[config.mk]
export PLATFORM = sky130hd
export DESIGN_NAME = hric_ctrl
export DESIGN_NICKNAME = d
export VERILOG_FILES = /design/src/hric_pkg.sv /design/src/hric_ctrl.sv
export SDC_FILE = /design/constraint.sdc
export NUM_CORES = 1
export LEC_CHECK = 0
export ABC_AREA = 1
export BUFFER_PORTS_ARGS = -buffer_cell sky130_fd_sc_hd__buf_2
export CORE_MARGIN = 4
export CORE_UTILIZATION = 58
export CTS_CLUSTER_DIAMETER = 60
export DETAILED_ROUTE_END_ITERATION = 12
export PLACE_DENSITY = 0.83
export SETUP_SLACK_MARGIN = 0.05
export SYNTH_ARGS = -nofsm -noshare
export SYNTH_HDL_FRONTEND = slang
export SYNTH_SLANG_ARGS = --single-unit
[constraint.sdc]
create_clock -name sys_clk -period 6.59 [get_ports sys_clk]
set_clock_uncertainty 0.2 [all_clocks]
set_input_delay 1.318 -clock sys_clk [delete_from_list [all_inputs] [get_ports sys_clk]]
set_output_delay 1.318 -clock sys_clk [all_outputs]
set_load 0.05 [all_outputs]
[src/hric_pkg.sv]
package hric_pkg;

  // source count and split between pins and peripherals
  localparam int N_SRC = 17;
  localparam int N_EXT = 4;
  localparam int N_INT = 13;

  // source index, also the priority order (0 is highest)
  localparam int SRC_WATCHDOG = 0;
  localparam int SRC_MELODY   = 1;
  localparam int SRC_PORT_B   = 2;
  localparam int SRC_SPEECH   = 3;
  localparam int SRC_PIN_E3   = 4;
  localparam int SRC_PORT_F   = 5;
  localparam int SRC_PORT_0   = 6;

  // entry address per source, two words apart with gaps
  localparam logic [15:0] VEC_TABLE [N_SRC] = '{
    16'h0010, 16'h0012, 16'h0014, 16'h0016, 16'h0018, 16'h001a,
    16'h001e, 16'h0020, 16'h0022, 16'h0024, 16'h0026, 16'h002c,
    16'h002e, 16'h0030, 16'h0032, 16'h0034, 16'h0036};
  localparam logic [15:0] START_ADDR = 16'h0000;

  // least reset pin pulse and its cycle count at 125 MHz
  localparam longint RST_MIN_NS   = 1000000;
  localparam longint CLK_PERIOD_NS = 8;
  localparam int RST_MIN_CYC = int'((RST_MIN_NS + CLK_PERIOD_NS - 1) / CLK_PERIOD_NS);

  // register byte addresses
  localparam logic [7:0] ADDR_ENABLE  = 8'h00;
  localparam logic [7:0] ADDR_REQUEST = 8'h04;
  localparam logic [7:0] ADDR_STATUS  = 8'h08;
  localparam logic [7:0] ADDR_VECTOR  = 8'h0c;

  // status field positions
  localparam int ST_MASTER_BIT = 0;
  localparam int ST_HALT_BIT   = 1;
  localparam int ST_RESET_BIT  = 2;
  localparam int ST_PEND_BIT   = 3;
  localparam int ST_BACKUP_BIT = 4;

  localparam logic [N_SRC-1:0] ENABLE_RST = '0;
  localparam logic [1:0] RESP_OKAY   = 2'h0;
  localparam logic [1:0] RESP_SLVERR = 2'h2;

  typedef enum logic [2:0] {
    HRIC_RESET,
    HRIC_RUN,
    HRIC_HALT,
    HRIC_MEL_STEP,
    HRIC_MEL_XFER
  } hric_state_t;

endpackage : hric_pkg

[src/hric_ctrl.sv]
`timescale 1ns/1ns
module hric_ctrl
  import hric_pkg::*;
#(
  parameter int RST_HOLD_CYC = RST_MIN_CYC
) (
  input  wire logic              sys_clk,
  input  wire logic              arst_n,
  // reset causes
  input  wire logic              reset_pin,
  input  wire logic              power_on_det,
  input  wire logic              osc_stop_det,
  // external request pins
  input  wire logic [3:0]        port_b_group,
  input  wire logic              port_e_bit3,
  input  wire logic [3:0]        port_f_group,
  input  wire logic [3:0]        port_zero_group,
  // internal request pulses
  input  wire logic              watchdog_request,
  input  wire logic              melody_end_request,
  input  wire logic              speech_request,
  input  wire logic              timer_zero_request,
  input  wire logic              timer_one_request,
  input  wire logic              timer_two_request,
  input  wire logic              timer_three_request,
  input  wire logic              shifter_request,
  input  wire logic              ten_hertz_request,
  input  wire logic              thirty_two_hertz_request,
  input  wire logic              sixteen_hertz_request,
  input  wire logic              four_hertz_request,
  input  wire logic              two_hertz_request,
  input  wire logic              melody_data_request,
  // cpu core strobes
  input  wire logic              halt_second_machine_state,
  input  wire logic              irq_accept,
  input  wire logic              return_from_interrupt_instr,
  input  wire logic              enable_instr,
  input  wire logic              disable_instr,
  // cpu core outputs
  output logic                   cpu_irq,
  output logic [15:0]            irq_vector,
  output logic                   cpu_run,
  output logic                   pc_hold,
  output logic                   fetch_start,
  output logic [15:0]            fetch_addr,
  output logic                   cpu_init,
  output logic                   melody_xfer,
  output logic                   halt_latch_flag,
  output logic                   master_irq_gate,
  output logic                   backup_flag,
  output logic                   backup_on,
  output logic                   bias_reference_supply,
  output logic                   seg_off_gnd,
  // axi4-lite slave
  input  wire logic [7:0]        s_axi_awaddr,
  input  wire logic              s_axi_awvalid,
  output logic                   s_axi_awready,
  input  wire logic [31:0]       s_axi_wdata,
  input  wire logic [3:0]        s_axi_wstrb,
  input  wire logic              s_axi_wvalid,
  output logic                   s_axi_wready,
  output logic [1:0]             s_axi_bresp,
  output logic                   s_axi_bvalid,
  input  wire logic              s_axi_bready,
  input  wire logic [7:0]        s_axi_araddr,
  input  wire logic              s_axi_arvalid,
  output logic                   s_axi_arready,
  output logic [31:0]            s_axi_rdata,
  output logic [1:0]             s_axi_rresp,
  output logic                   s_axi_rvalid,
  input  wire logic              s_axi_rready
);

  // highest-priority set bit, lowest index wins
  function automatic logic [4:0] pick_first(input logic [N_SRC-1:0] v);
    logic [4:0] idx;
    idx = 5'd0;
    for (int i = N_SRC - 1; i >= 0; i--) begin
      if (v[i]) idx = 5'(i);
    end
    return idx;
  endfunction : pick_first

  hric_state_t             state;
  logic [N_SRC-1:0]        request_latch_regs;
  logic [N_SRC-1:0]        source_enable_regs;
  logic [N_SRC-1:0]        raw_req;
  logic [N_SRC-1:0]        raw_prev;
  logic [N_SRC-1:0]        src_event;
  logic [N_SRC-1:0]        en_eff;
  logic [N_SRC-1:0]        fwd;
  logic [N_SRC-1:0]        wake;
  logic [N_SRC-1:0]        sw_clear;
  logic [N_SRC-1:0]        take_clear;
  logic [4:0]              sel;
  logic                    rst_src;
  logic                    in_reset;
  logic [31:0]             hold_cnt;
  logic                    aw_have;
  logic                    w_have;
  logic [7:0]              aw_addr;
  logic [31:0]             w_data;
  logic [3:0]              w_strb;
  logic                    wr_go;

  // three reset causes, any one enters reset
  assign rst_src  = reset_pin | power_on_det | osc_stop_det;
  assign in_reset = (state == HRIC_RESET);

  // source vector in priority order
  assign raw_req = {two_hertz_request, four_hertz_request, sixteen_hertz_request,
                    thirty_two_hertz_request, ten_hertz_request, shifter_request,
                    timer_three_request, timer_two_request, timer_one_request, timer_zero_request,
                    |port_zero_group, |port_f_group, port_e_bit3, speech_request,
                    |port_b_group, melody_end_request, watchdog_request};

  // pins are levels: latch on their rising edge only
  assign src_event = raw_req & ~raw_prev;

  // watchdog always counts as enabled
  assign en_eff = source_enable_regs | N_SRC'(1);
  assign wake   = request_latch_regs & en_eff;
  // master gate applies to all but the watchdog
  assign fwd    = wake & (master_irq_gate ? '1 : N_SRC'(1));
  assign sel    = pick_first(fwd);

  always_ff @(posedge sys_clk or negedge arst_n) begin
    if (!arst_n) begin
      raw_prev <= '0;
    end else begin
      raw_prev <= raw_req;
    end
  end
  // operating state machine
  always_ff @(posedge sys_clk or negedge arst_n) begin
    if (!arst_n) begin
      state    <= HRIC_RESET;
      hold_cnt <= '0;
    end else if (rst_src) begin
      state    <= HRIC_RESET;
      hold_cnt <= '0;
    end else begin
      case (state)
        HRIC_RESET: begin
          // reset processing lasts at least the minimum pulse time
          if (hold_cnt >= 32'(RST_HOLD_CYC)) state <= HRIC_RUN;
          else hold_cnt <= hold_cnt + 32'd1;
        end
        HRIC_RUN: begin
          // pending request turns halt into an idle instruction
          if (halt_second_machine_state && !(|fwd)) state <= HRIC_HALT;
        end
        HRIC_HALT: begin
          if (|wake) state <= HRIC_RUN;
          else if (melody_data_request) state <= HRIC_MEL_STEP;
        end
        HRIC_MEL_STEP: state <= HRIC_MEL_XFER;
        HRIC_MEL_XFER: state <= HRIC_HALT;
        default: state <= HRIC_RESET;
      endcase
    end
  end
  // halt flag mirrors the halt state, melody steps included
  always_ff @(posedge sys_clk or negedge arst_n) begin
    if (!arst_n) begin
      halt_latch_flag <= 1'b0;
    end else if (rst_src || in_reset) begin
      halt_latch_flag <= 1'b0;
    end else if (state == HRIC_HALT && (|wake)) begin
      halt_latch_flag <= 1'b0;
    end else if (state == HRIC_RUN && halt_second_machine_state && !(|fwd)) begin
      halt_latch_flag <= 1'b1;
    end
  end

  // cpu run control; clock and time base are outside and never gated
  always_ff @(posedge sys_clk or negedge arst_n) begin
    if (!arst_n) begin
      cpu_run     <= 1'b0;
      pc_hold     <= 1'b1;
      melody_xfer <= 1'b0;
      fetch_start <= 1'b0;
      fetch_addr  <= START_ADDR;
    end else begin
      cpu_run     <= !rst_src && (state == HRIC_RUN || state == HRIC_MEL_STEP);
      pc_hold     <= rst_src || state == HRIC_RESET || state == HRIC_HALT
                     || state == HRIC_MEL_XFER;
      melody_xfer <= !rst_src && state == HRIC_MEL_XFER; // step first, then transfer
      fetch_start <= !rst_src && in_reset && hold_cnt >= 32'(RST_HOLD_CYC);
      fetch_addr  <= START_ADDR;
    end
  end
  // reset side effects held for the whole reset state
  always_ff @(posedge sys_clk or negedge arst_n) begin
    if (!arst_n) begin
      cpu_init              <= 1'b1;
      backup_on             <= 1'b1;
      bias_reference_supply <= 1'b1;
      seg_off_gnd           <= 1'b1;
    end else begin
      cpu_init              <= rst_src || in_reset;
      backup_on             <= rst_src || in_reset;
      bias_reference_supply <= rst_src || in_reset;
      seg_off_gnd           <= rst_src || in_reset;
    end
  end
  // backup flag set by reset, cleared by software only
  always_ff @(posedge sys_clk or negedge arst_n) begin
    if (!arst_n) begin
      backup_flag <= 1'b1;
    end else if (rst_src || in_reset) begin
      backup_flag <= 1'b1;
    end else if (wr_go && aw_addr == ADDR_STATUS && w_strb[0] && w_data[ST_BACKUP_BIT]) begin
      backup_flag <= 1'b0;
    end
  end
  // master gate: cleared on accept and reset, set by return
  always_ff @(posedge sys_clk or negedge arst_n) begin
    if (!arst_n) begin
      master_irq_gate <= 1'b0;
    end else if (rst_src || in_reset) begin
      master_irq_gate <= 1'b0;
    end else if (irq_accept && cpu_irq) begin
      master_irq_gate <= 1'b0;
    end else if (return_from_interrupt_instr || enable_instr) begin
      master_irq_gate <= 1'b1;
    end else if (disable_instr) begin
      master_irq_gate <= 1'b0;
    end
  end

  // clear the latch of the source the cpu took, or by software
  assign take_clear = (irq_accept && cpu_irq) ? (N_SRC'(1) << sel) : '0;
  assign sw_clear   = (wr_go && aw_addr == ADDR_REQUEST) ? w_data[N_SRC-1:0] : '0;

  // request latches; a new event beats a same-cycle clear
  always_ff @(posedge sys_clk or negedge arst_n) begin
    if (!arst_n) begin
      request_latch_regs <= '0;
    end else if (rst_src || in_reset) begin
      request_latch_regs <= '0;
    end else begin
      request_latch_regs <= (request_latch_regs & ~(take_clear | sw_clear)) | src_event;
    end
  end
  // request to the core only while running; vector follows the selection every cycle
  always_ff @(posedge sys_clk or negedge arst_n) begin
    if (!arst_n) begin
      cpu_irq    <= 1'b0;
      irq_vector <= VEC_TABLE[0];
    end else begin
      cpu_irq    <= !rst_src && state == HRIC_RUN && (|fwd) && !(irq_accept && cpu_irq);
      irq_vector <= VEC_TABLE[sel];
    end
  end

  // write channel capture, address and data in either order
  assign wr_go = aw_have && w_have && !s_axi_bvalid;

  always_ff @(posedge sys_clk or negedge arst_n) begin
    if (!arst_n) begin
      aw_have       <= 1'b0;
      w_have        <= 1'b0;
      aw_addr       <= '0;
      w_data        <= '0;
      w_strb        <= '0;
      s_axi_awready <= 1'b0;
      s_axi_wready  <= 1'b0;
      s_axi_bvalid  <= 1'b0;
      s_axi_bresp   <= RESP_OKAY;
    end else begin
      s_axi_awready <= !aw_have && !(s_axi_awvalid && s_axi_awready);
      s_axi_wready  <= !w_have && !(s_axi_wvalid && s_axi_wready);
      if (s_axi_awvalid && s_axi_awready) begin
        aw_have <= 1'b1;
        aw_addr <= s_axi_awaddr;
      end
      if (s_axi_wvalid && s_axi_wready) begin
        w_have <= 1'b1;
        w_data <= s_axi_wdata;
        w_strb <= s_axi_wstrb;
      end
      if (wr_go) begin
        aw_have      <= 1'b0;
        w_have       <= 1'b0;
        s_axi_bvalid <= 1'b1;
        // unmapped or read-only targets answer slverr
        s_axi_bresp  <= (aw_addr == ADDR_ENABLE || aw_addr == ADDR_REQUEST
                         || aw_addr == ADDR_STATUS) ? RESP_OKAY : RESP_SLVERR;
      end else if (s_axi_bvalid && s_axi_bready) begin
        s_axi_bvalid <= 1'b0;
      end
    end
  end
  // enable register; byte lanes honoured, watchdog bit ignored
  always_ff @(posedge sys_clk or negedge arst_n) begin
    if (!arst_n) begin
      source_enable_regs <= ENABLE_RST;
    end else if (rst_src || in_reset) begin
      source_enable_regs <= ENABLE_RST;
    end else if (wr_go && aw_addr == ADDR_ENABLE) begin
      for (int i = 1; i < N_SRC; i++) begin
        if (w_strb[i / 8]) source_enable_regs[i] <= w_data[i];
      end
    end
  end
  // read channel, one outstanding read
  always_ff @(posedge sys_clk or negedge arst_n) begin
    if (!arst_n) begin
      s_axi_arready <= 1'b0;
      s_axi_rvalid  <= 1'b0;
      s_axi_rdata   <= '0;
      s_axi_rresp   <= RESP_OKAY;
    end else begin
      s_axi_arready <= !s_axi_rvalid && !(s_axi_arvalid && s_axi_arready);
      if (s_axi_arvalid && s_axi_arready) begin
        s_axi_rvalid <= 1'b1;
        s_axi_rresp  <= RESP_OKAY;
        case (s_axi_araddr)
          ADDR_ENABLE:  s_axi_rdata <= 32'(source_enable_regs);
          ADDR_REQUEST: s_axi_rdata <= 32'(request_latch_regs);
          ADDR_STATUS: begin
            s_axi_rdata <= '0;
            s_axi_rdata[ST_MASTER_BIT] <= master_irq_gate;
            s_axi_rdata[ST_HALT_BIT]   <= halt_latch_flag;
            s_axi_rdata[ST_RESET_BIT]  <= in_reset;
            s_axi_rdata[ST_PEND_BIT]   <= |fwd;
            s_axi_rdata[ST_BACKUP_BIT] <= backup_flag;
          end
          ADDR_VECTOR:  s_axi_rdata <= {16'h0000, irq_vector};
          default: begin
            s_axi_rdata <= '0;
            s_axi_rresp <= RESP_SLVERR;
          end
        endcase
      end else if (s_axi_rvalid && s_axi_rready) begin
        s_axi_rvalid <= 1'b0;
      end
    end
  end

endmodule : hric_ctrl

# Yosys cells after proc, flatten, opt, wreduce, memory -nomap -nowiden
# Memory sizes are Yosys's and may differ from the RTL's. A register that Yosys moved wholly into a read port is not among the register bits.
# Cells that the tools add are included.
[totals] regBits=165 mem_bits_ro=512 inputBits=94 out_inout_bits=85 word_cells=196 n_memories=1
[classes] addsub=1 magnitude_cmp=1 eq_ne=13 shifts=1 mux=68 bitwise_logic=11 reduce_logical=71
[mem_list] name="(no name shown)" words=32 width=16 read_ports=1 rd_ports_with_merged_regs=1 wr=0 line_no="hric_ctrl.sv:253" text="irq_vector <= VEC_TABLE[sel];"
[op_table] op="$mux W32" n=3
[op_table] op="$mux W5" n=17
[op_table] op="$and A17 B17 Y17" n=4
[op_table] op="$mux W17" n=4
[op_table] op="$pmux W17 S4" n=1
[op_table] op="$not A17 Y17" n=2
[op_table] op="$or A17 B17 Y17" n=2
[op_table] op="$reduce_or A17 Y1" n=2
[op_table] op="$mux W1" n=33
[op_table] op="$add A32 B1 Y32 const B" n=1
[op_table] op="$ge A32 B17 Y1 const B" n=1
[op_table] op="$mux W16" n=2
[op_table] op="$logic_and A1 B1 Y1" n=27
[op_table] op="$eq A8 B4 Y1 const B" n=3
[op_table] op="$reduce_bool A2 Y1" n=10
[op_table] op="$shl A1 B5 Y17 const A" n=1
[op_table] op="$eq A8 B3 Y1 const B" n=2
[op_table] op="$logic_not A8 Y1" n=2
[op_table] op="$reduce_or A4 Y1" n=4
[op_table] op="$mux W3" n=5
[op_table] op="$pmux W3 S5" n=1
[op_table] op="$logic_not A1 Y1" n=11
[op_table] op="$reduce_and A2 Y1" n=4
[op_table] op="$logic_or A1 B1 Y1" n=7
[op_table] op="14 further kinds" n=17

# Longest topological paths before layout
[logic_depth] ltp_word=26 depth_mapped=24

# Worst setup path after synthesis
# OpenSTA, ideal clock, no wires.
[synth_timing] path_kind="input to register" startpoint="input port s_axi_araddr[1]" endpoint="register s_axi_rdata[12]" setup_ps=66 t_arrival_ps=2450 required_time_ps=6324 setup_slack_ps=3874 cell_stages=7 path_buffers=0 cell_sequence="nor2_1 > inv_1 > nor4_4 > clkinv_1 > o21ai_0 > nand2_1 > nand2_1"
[synth_between] elab_chain_cells=2 word_cells_on_any_way=5
[synth_lines] element="start: declaration" line_no="hric_ctrl.sv:65" text="input wire logic [7:0] s_axi_araddr,"
[synth_lines] element="$eq A8 B4 Y1, or another cell as far along" line_no="hric_ctrl.sv:319" text="case (s_axi_araddr)"
[synth_lines] element="$pmux W17 S4 *" line_no="hric_ctrl.sv:319"
[synth_lines] element="end signal: assignment" line_no="hric_ctrl.sv:320" text="ADDR_ENABLE: s_axi_rdata <= 32'(source_enable_regs);"
[synth_lines] element="end signal: assignment" line_no="hric_ctrl.sv:321" text="ADDR_REQUEST: s_axi_rdata <= 32'(request_latch_regs);"
[synth_lines] element="end signal: indexed assignment" line_no="hric_ctrl.sv:324" text="s_axi_rdata[ST_MASTER_BIT] <= master_irq_gate;"
[synth_lines] element="end: declaration" line_no="hric_ctrl.sv:68" text="output logic [31:0] s_axi_rdata,"
# Mark *: on every way between the ends. The rest lies on a longest branch, timed or not.
# A chain may end at the register's enable or synchronous reset.

# Final worst setup path
[layout_timing] startpoint="register master_irq_gate" endpoint="output port master_irq_gate"
[layout_rtl] element="start: declaration" line_no="hric_ctrl.sv:49" text="output logic master_irq_gate,"
[layout_rtl] element="start signal: assignment" line_no="hric_ctrl.sv:220" text="master_irq_gate <= 1'b0;"
[layout_rtl] element="start signal: assignment" line_no="hric_ctrl.sv:222" text="master_irq_gate <= 1'b0;"
[layout_rtl] element="start signal: assignment" line_no="hric_ctrl.sv:224" text="master_irq_gate <= 1'b0;"
# No word-level cell between the ends.

==> run summary <==
The buffers plus inverters on the worst setup path is 1. Setup repair after global routing left no endpoint under its margin. The warning count from the yosys run is 0. The number of buffer cells added on primary ports is 118. For this run, the leading register cell type out of synthesis is dfrtp_1.

The post-route DRC violation count is 0. The worst slew slack as a fraction of its limit is 0.295. The initial antenna violation count came out at 0. The number of pins with negative max-slew slack in the final report is 0.

The total track usage came out at 0.245. The x dimension of the die is 122 µm. The number of enable-type register cells in the synthesized netlist came out at 0. The wire length of the first global-routing pass is 28.3 mm. The diode insertion count for antenna repair is 0. The smallest clock period supported by the final layout is computed as 2.97 ns. The via count of the first global-routing pass is 5,877. The worst setup path is of the register to output pin kind. The number of top-level design ports is 179.

The period utilization is 0.451. The total setup buffers inserted after CTS is 0. The number of search-and-repair iterations in the first detailed-routing pass is 5. The post-detailed-placement half-perimeter wirelength is 13.1 mm. The destination of the critical timing path is master_irq_gate.

The slew at the pin closest to its max-slew limit came out at 1.06 ns. STA classifies the critical path startpoint as a register. The flip-flop and latch count after synthesis came out at 153.

The run finished with clean final reports. For this run, the top clock speed supported by timing is 0.337 GHz. After clock tree synthesis, the clock-pin slew on the worst setup and hold paths is 0.06 ns.

The number of clock buffers inserted by TritonCTS is 17. The final count of hold timing violations is 0. The number of design-rule violations left by the first detailed-router iteration came out at 441. The total detailed-routing wirelength came out at 17.5 mm. The clock passes through at most 2 buffers.

After technology mapping, the gate count stands at 858. The CTS tree is built. The proportion of synthesized flip-flops having asynchronous set or reset is 1.00. The most common library cell in the layout ignoring fill and taps is nand2_1.

The number of placement rows came out at 41. The fill cell total of the finished layout came out at 1,012. The maximum number of pins on one net before global-route repair is 100. Clock latency on the worst-skew pair, taken at its later pin, is 0.42 ns. CTS built an H-tree with a depth of 4. The required time reported for the critical path endpoint is 5.07 ns. CTS saw 153 sinks. The number of gates given a new drive strength after cts is 0.

The final weighted congestion in routability-driven placement is 0.925. In the layout the commonest cells are nand2_1 (186), dfrtp_1 (149), inv_1 (129), buf_2 (117), o21ai_0 (49). The share of cells above drive strength 1 came out at 0.207. The routed via count divided by cell count came out at 5.27. The cell depth of the worst hold path is 1. The reg-to-reg endpoint is irq_vector[2]$_DFF_PN0_. The share of the yosys chip area belonging to registers is 0.511. The placeable core area came out at 0.0126 mm². The class of the tightest hold or removal check is register to register. The number of cells on the critical path came out at 1.

The tree is rooted in a clkbuf_16. Walking the worst path, the cells encountered are buf_2. The routed wire length per instance came out at 15.1 µm.

The most critical setup path has its startpoint at master_irq_gate$_DFFE_PN0P_. The sum of negative setup slack came out at 0 ns. The delay of the slowest critical-path stage came out at 0.66 ns. Across all layers, the routed design uses 6,111 vias. The count of endpoints failing setup in the final report is 0. Along the worst path, the maximum fanout reaches 13. The number of nets in the layout came out at 1,077. Measured in cells, the most critical reg-to-reg path has a length of 19. The vertical extent of the die came out at 122 µm. The synthesized area divided by synthesized cell count is 8.74 µm². The number of antenna-violating nets in the routed design came out at 0. The kind of cell with the highest combined delay along the critical path is flip-flops. The starting density of the core is 0.594. The reg-to-reg critical path startpoint is master_irq_gate$_DFFE_PN0P_. The synthesized netlist occupies a cell area of 0.00750 mm².

The total global routing overflow is 0. Among all stages on the critical path, the largest delay is contributed by dfrtp_1. The die covers 0.0148 mm². The worst reg-to-reg setup slack is 3.63 ns. The worst setup path is captured at an output pin. The total of hold buffers inserted after clock tree synthesis came out at 0. The layout-stage area growth over the synthesis result is 15.0%. The distinct cell type count of the synthesized netlist is 52. Across the VDD grid, the largest voltage drop is 0.155 mV. The power density over the cells came out at 286 mW/mm². The arrival time of the worst setup path came out at 1.45 ns. Summing internal, switching and leakage power gives 2.47 mW. The number of max-cap violations came out at 0. In this run the static leakage power is 4.27 nW.
## state kept, by name (all words and copies together) (netlist names), 3 cells and up
register            flops
aw_addr                 8
hold_cnt               32
irq_vector              5
raw_prev               17
request_latch_regs     17
s_axi_rdata            17
source_enable_regs     16
state                   3
w_data                 17
w_strb                  3
## synthesized netlist by cell type (3+ instances only)
cell	number	area, µm²
a21oi_1	28	140
a221oi_1	5	43.8
a31oi_1	3	18.8
buf_2	5	25.0
buf_4	47	353
buf_6	3	33.8
clkbuf_1	9	33.8
dfrtp_1	149	3730
dfstp_2	4	105
ha_1	7	87.6
inv_1	129	484
inv_2	7	26.3
nand2_1	186	698
nand2_2	8	50.1
nand3_1	36	180
nand3_2	6	60.1
nand4_1	12	75.1
nor2_1	48	180
nor2_4	6	67.6
nor3_1	15	75.1
nor4_1	7	43.8
o21ai_0	49	245
o21ai_1	3	15.0
o221ai_1	10	87.6
o221ai_2	7	105
o22ai_1	27	169
o31ai_1	5	37.5
or4_1	3	22.5
## worst min-delay path by stage
stage	startpoint	end	slack [ns]
3_5_place_dp	s_axi_rvalid$_DFFE_PN0P_	s_axi_arready$_DFF_PN0_	0.23
5_1_grt	s_axi_rvalid$_DFFE_PN0P_	s_axi_arready$_DFF_PN0_	0.27
6_report	s_axi_rvalid$_DFFE_PN0P_	s_axi_arready$_DFF_PN0_	0.24
4_1_cts	s_axi_rvalid$_DFFE_PN0P_	s_axi_arready$_DFF_PN0_	0.24
3_3_place_gp	s_axi_rvalid$_DFFE_PN0P_	s_axi_arready$_DFF_PN0_	0.22
2_1_floorplan	w_have$_DFFE_PN0P_	s_axi_wready$_DFF_PN0_	0.22
## logic make-up after synthesis
group,share of synthesized area
AND/OR/NAND/NOR,0.210
buffers and inverters,0.130
flip-flops,0.511
AO/OA/AOI/OAI,0.132
adder cells (fa/ha/maj),0.0117
XOR/XNOR,0.00467
other,0.000500
## metal layers
layer,up-vias,GRT usage,part of all wire
met2,220,0.411,0.51
met4,0,0.0861,0.022
li1,2951,-,-
met5,-,0,0
met1,2900,0.312,0.40
met3,40,0.0585,0.065
## cell type report
class                           instances  area [µm²]  share of cell area
Clock buffer                           21         480              0.0557
Timing Repair Buffer                  122         627              0.0727
Clock inverter                         10        92.6              0.0107
Multi-Input combinational cell        543        2850               0.330
Sequential cell                       153        3830               0.445
Tap cell                              172         215              0.0250
Inverter                              139         523              0.0607
## metrics by stage
| stage | utilization | instances | setup WS (ns) | cell area [µm²] | hold WS, ns |
|---|---|---|---|---|---|
| floorplan | - | 901 | 3.87 | 7660 | 0.221 |
| global placement | 0.638 | 1129 | 3.43 | 8050 | 0.217 |
| detailed placement | 0.638 | 1129 | 3.40 | 8050 | 0.230 |
| CTS | 0.683 | 1160 | 3.63 | 8620 | 0.239 |
| global route | 0.683 | 1160 | 3.45 | 8620 | 0.265 |
| finish | 0.683 | 1160 | 3.62 | 8620 | 0.237 |
## power by group
part	switching, mW	internal (mW)	leakage (nW)
logic	0.333	0.0939	1.99
clock network	0.375	0.557	0.274
registers	0.0572	1.05	2.01
total	0.765	1.70	4.27
(Power assumes the default switching activity.)
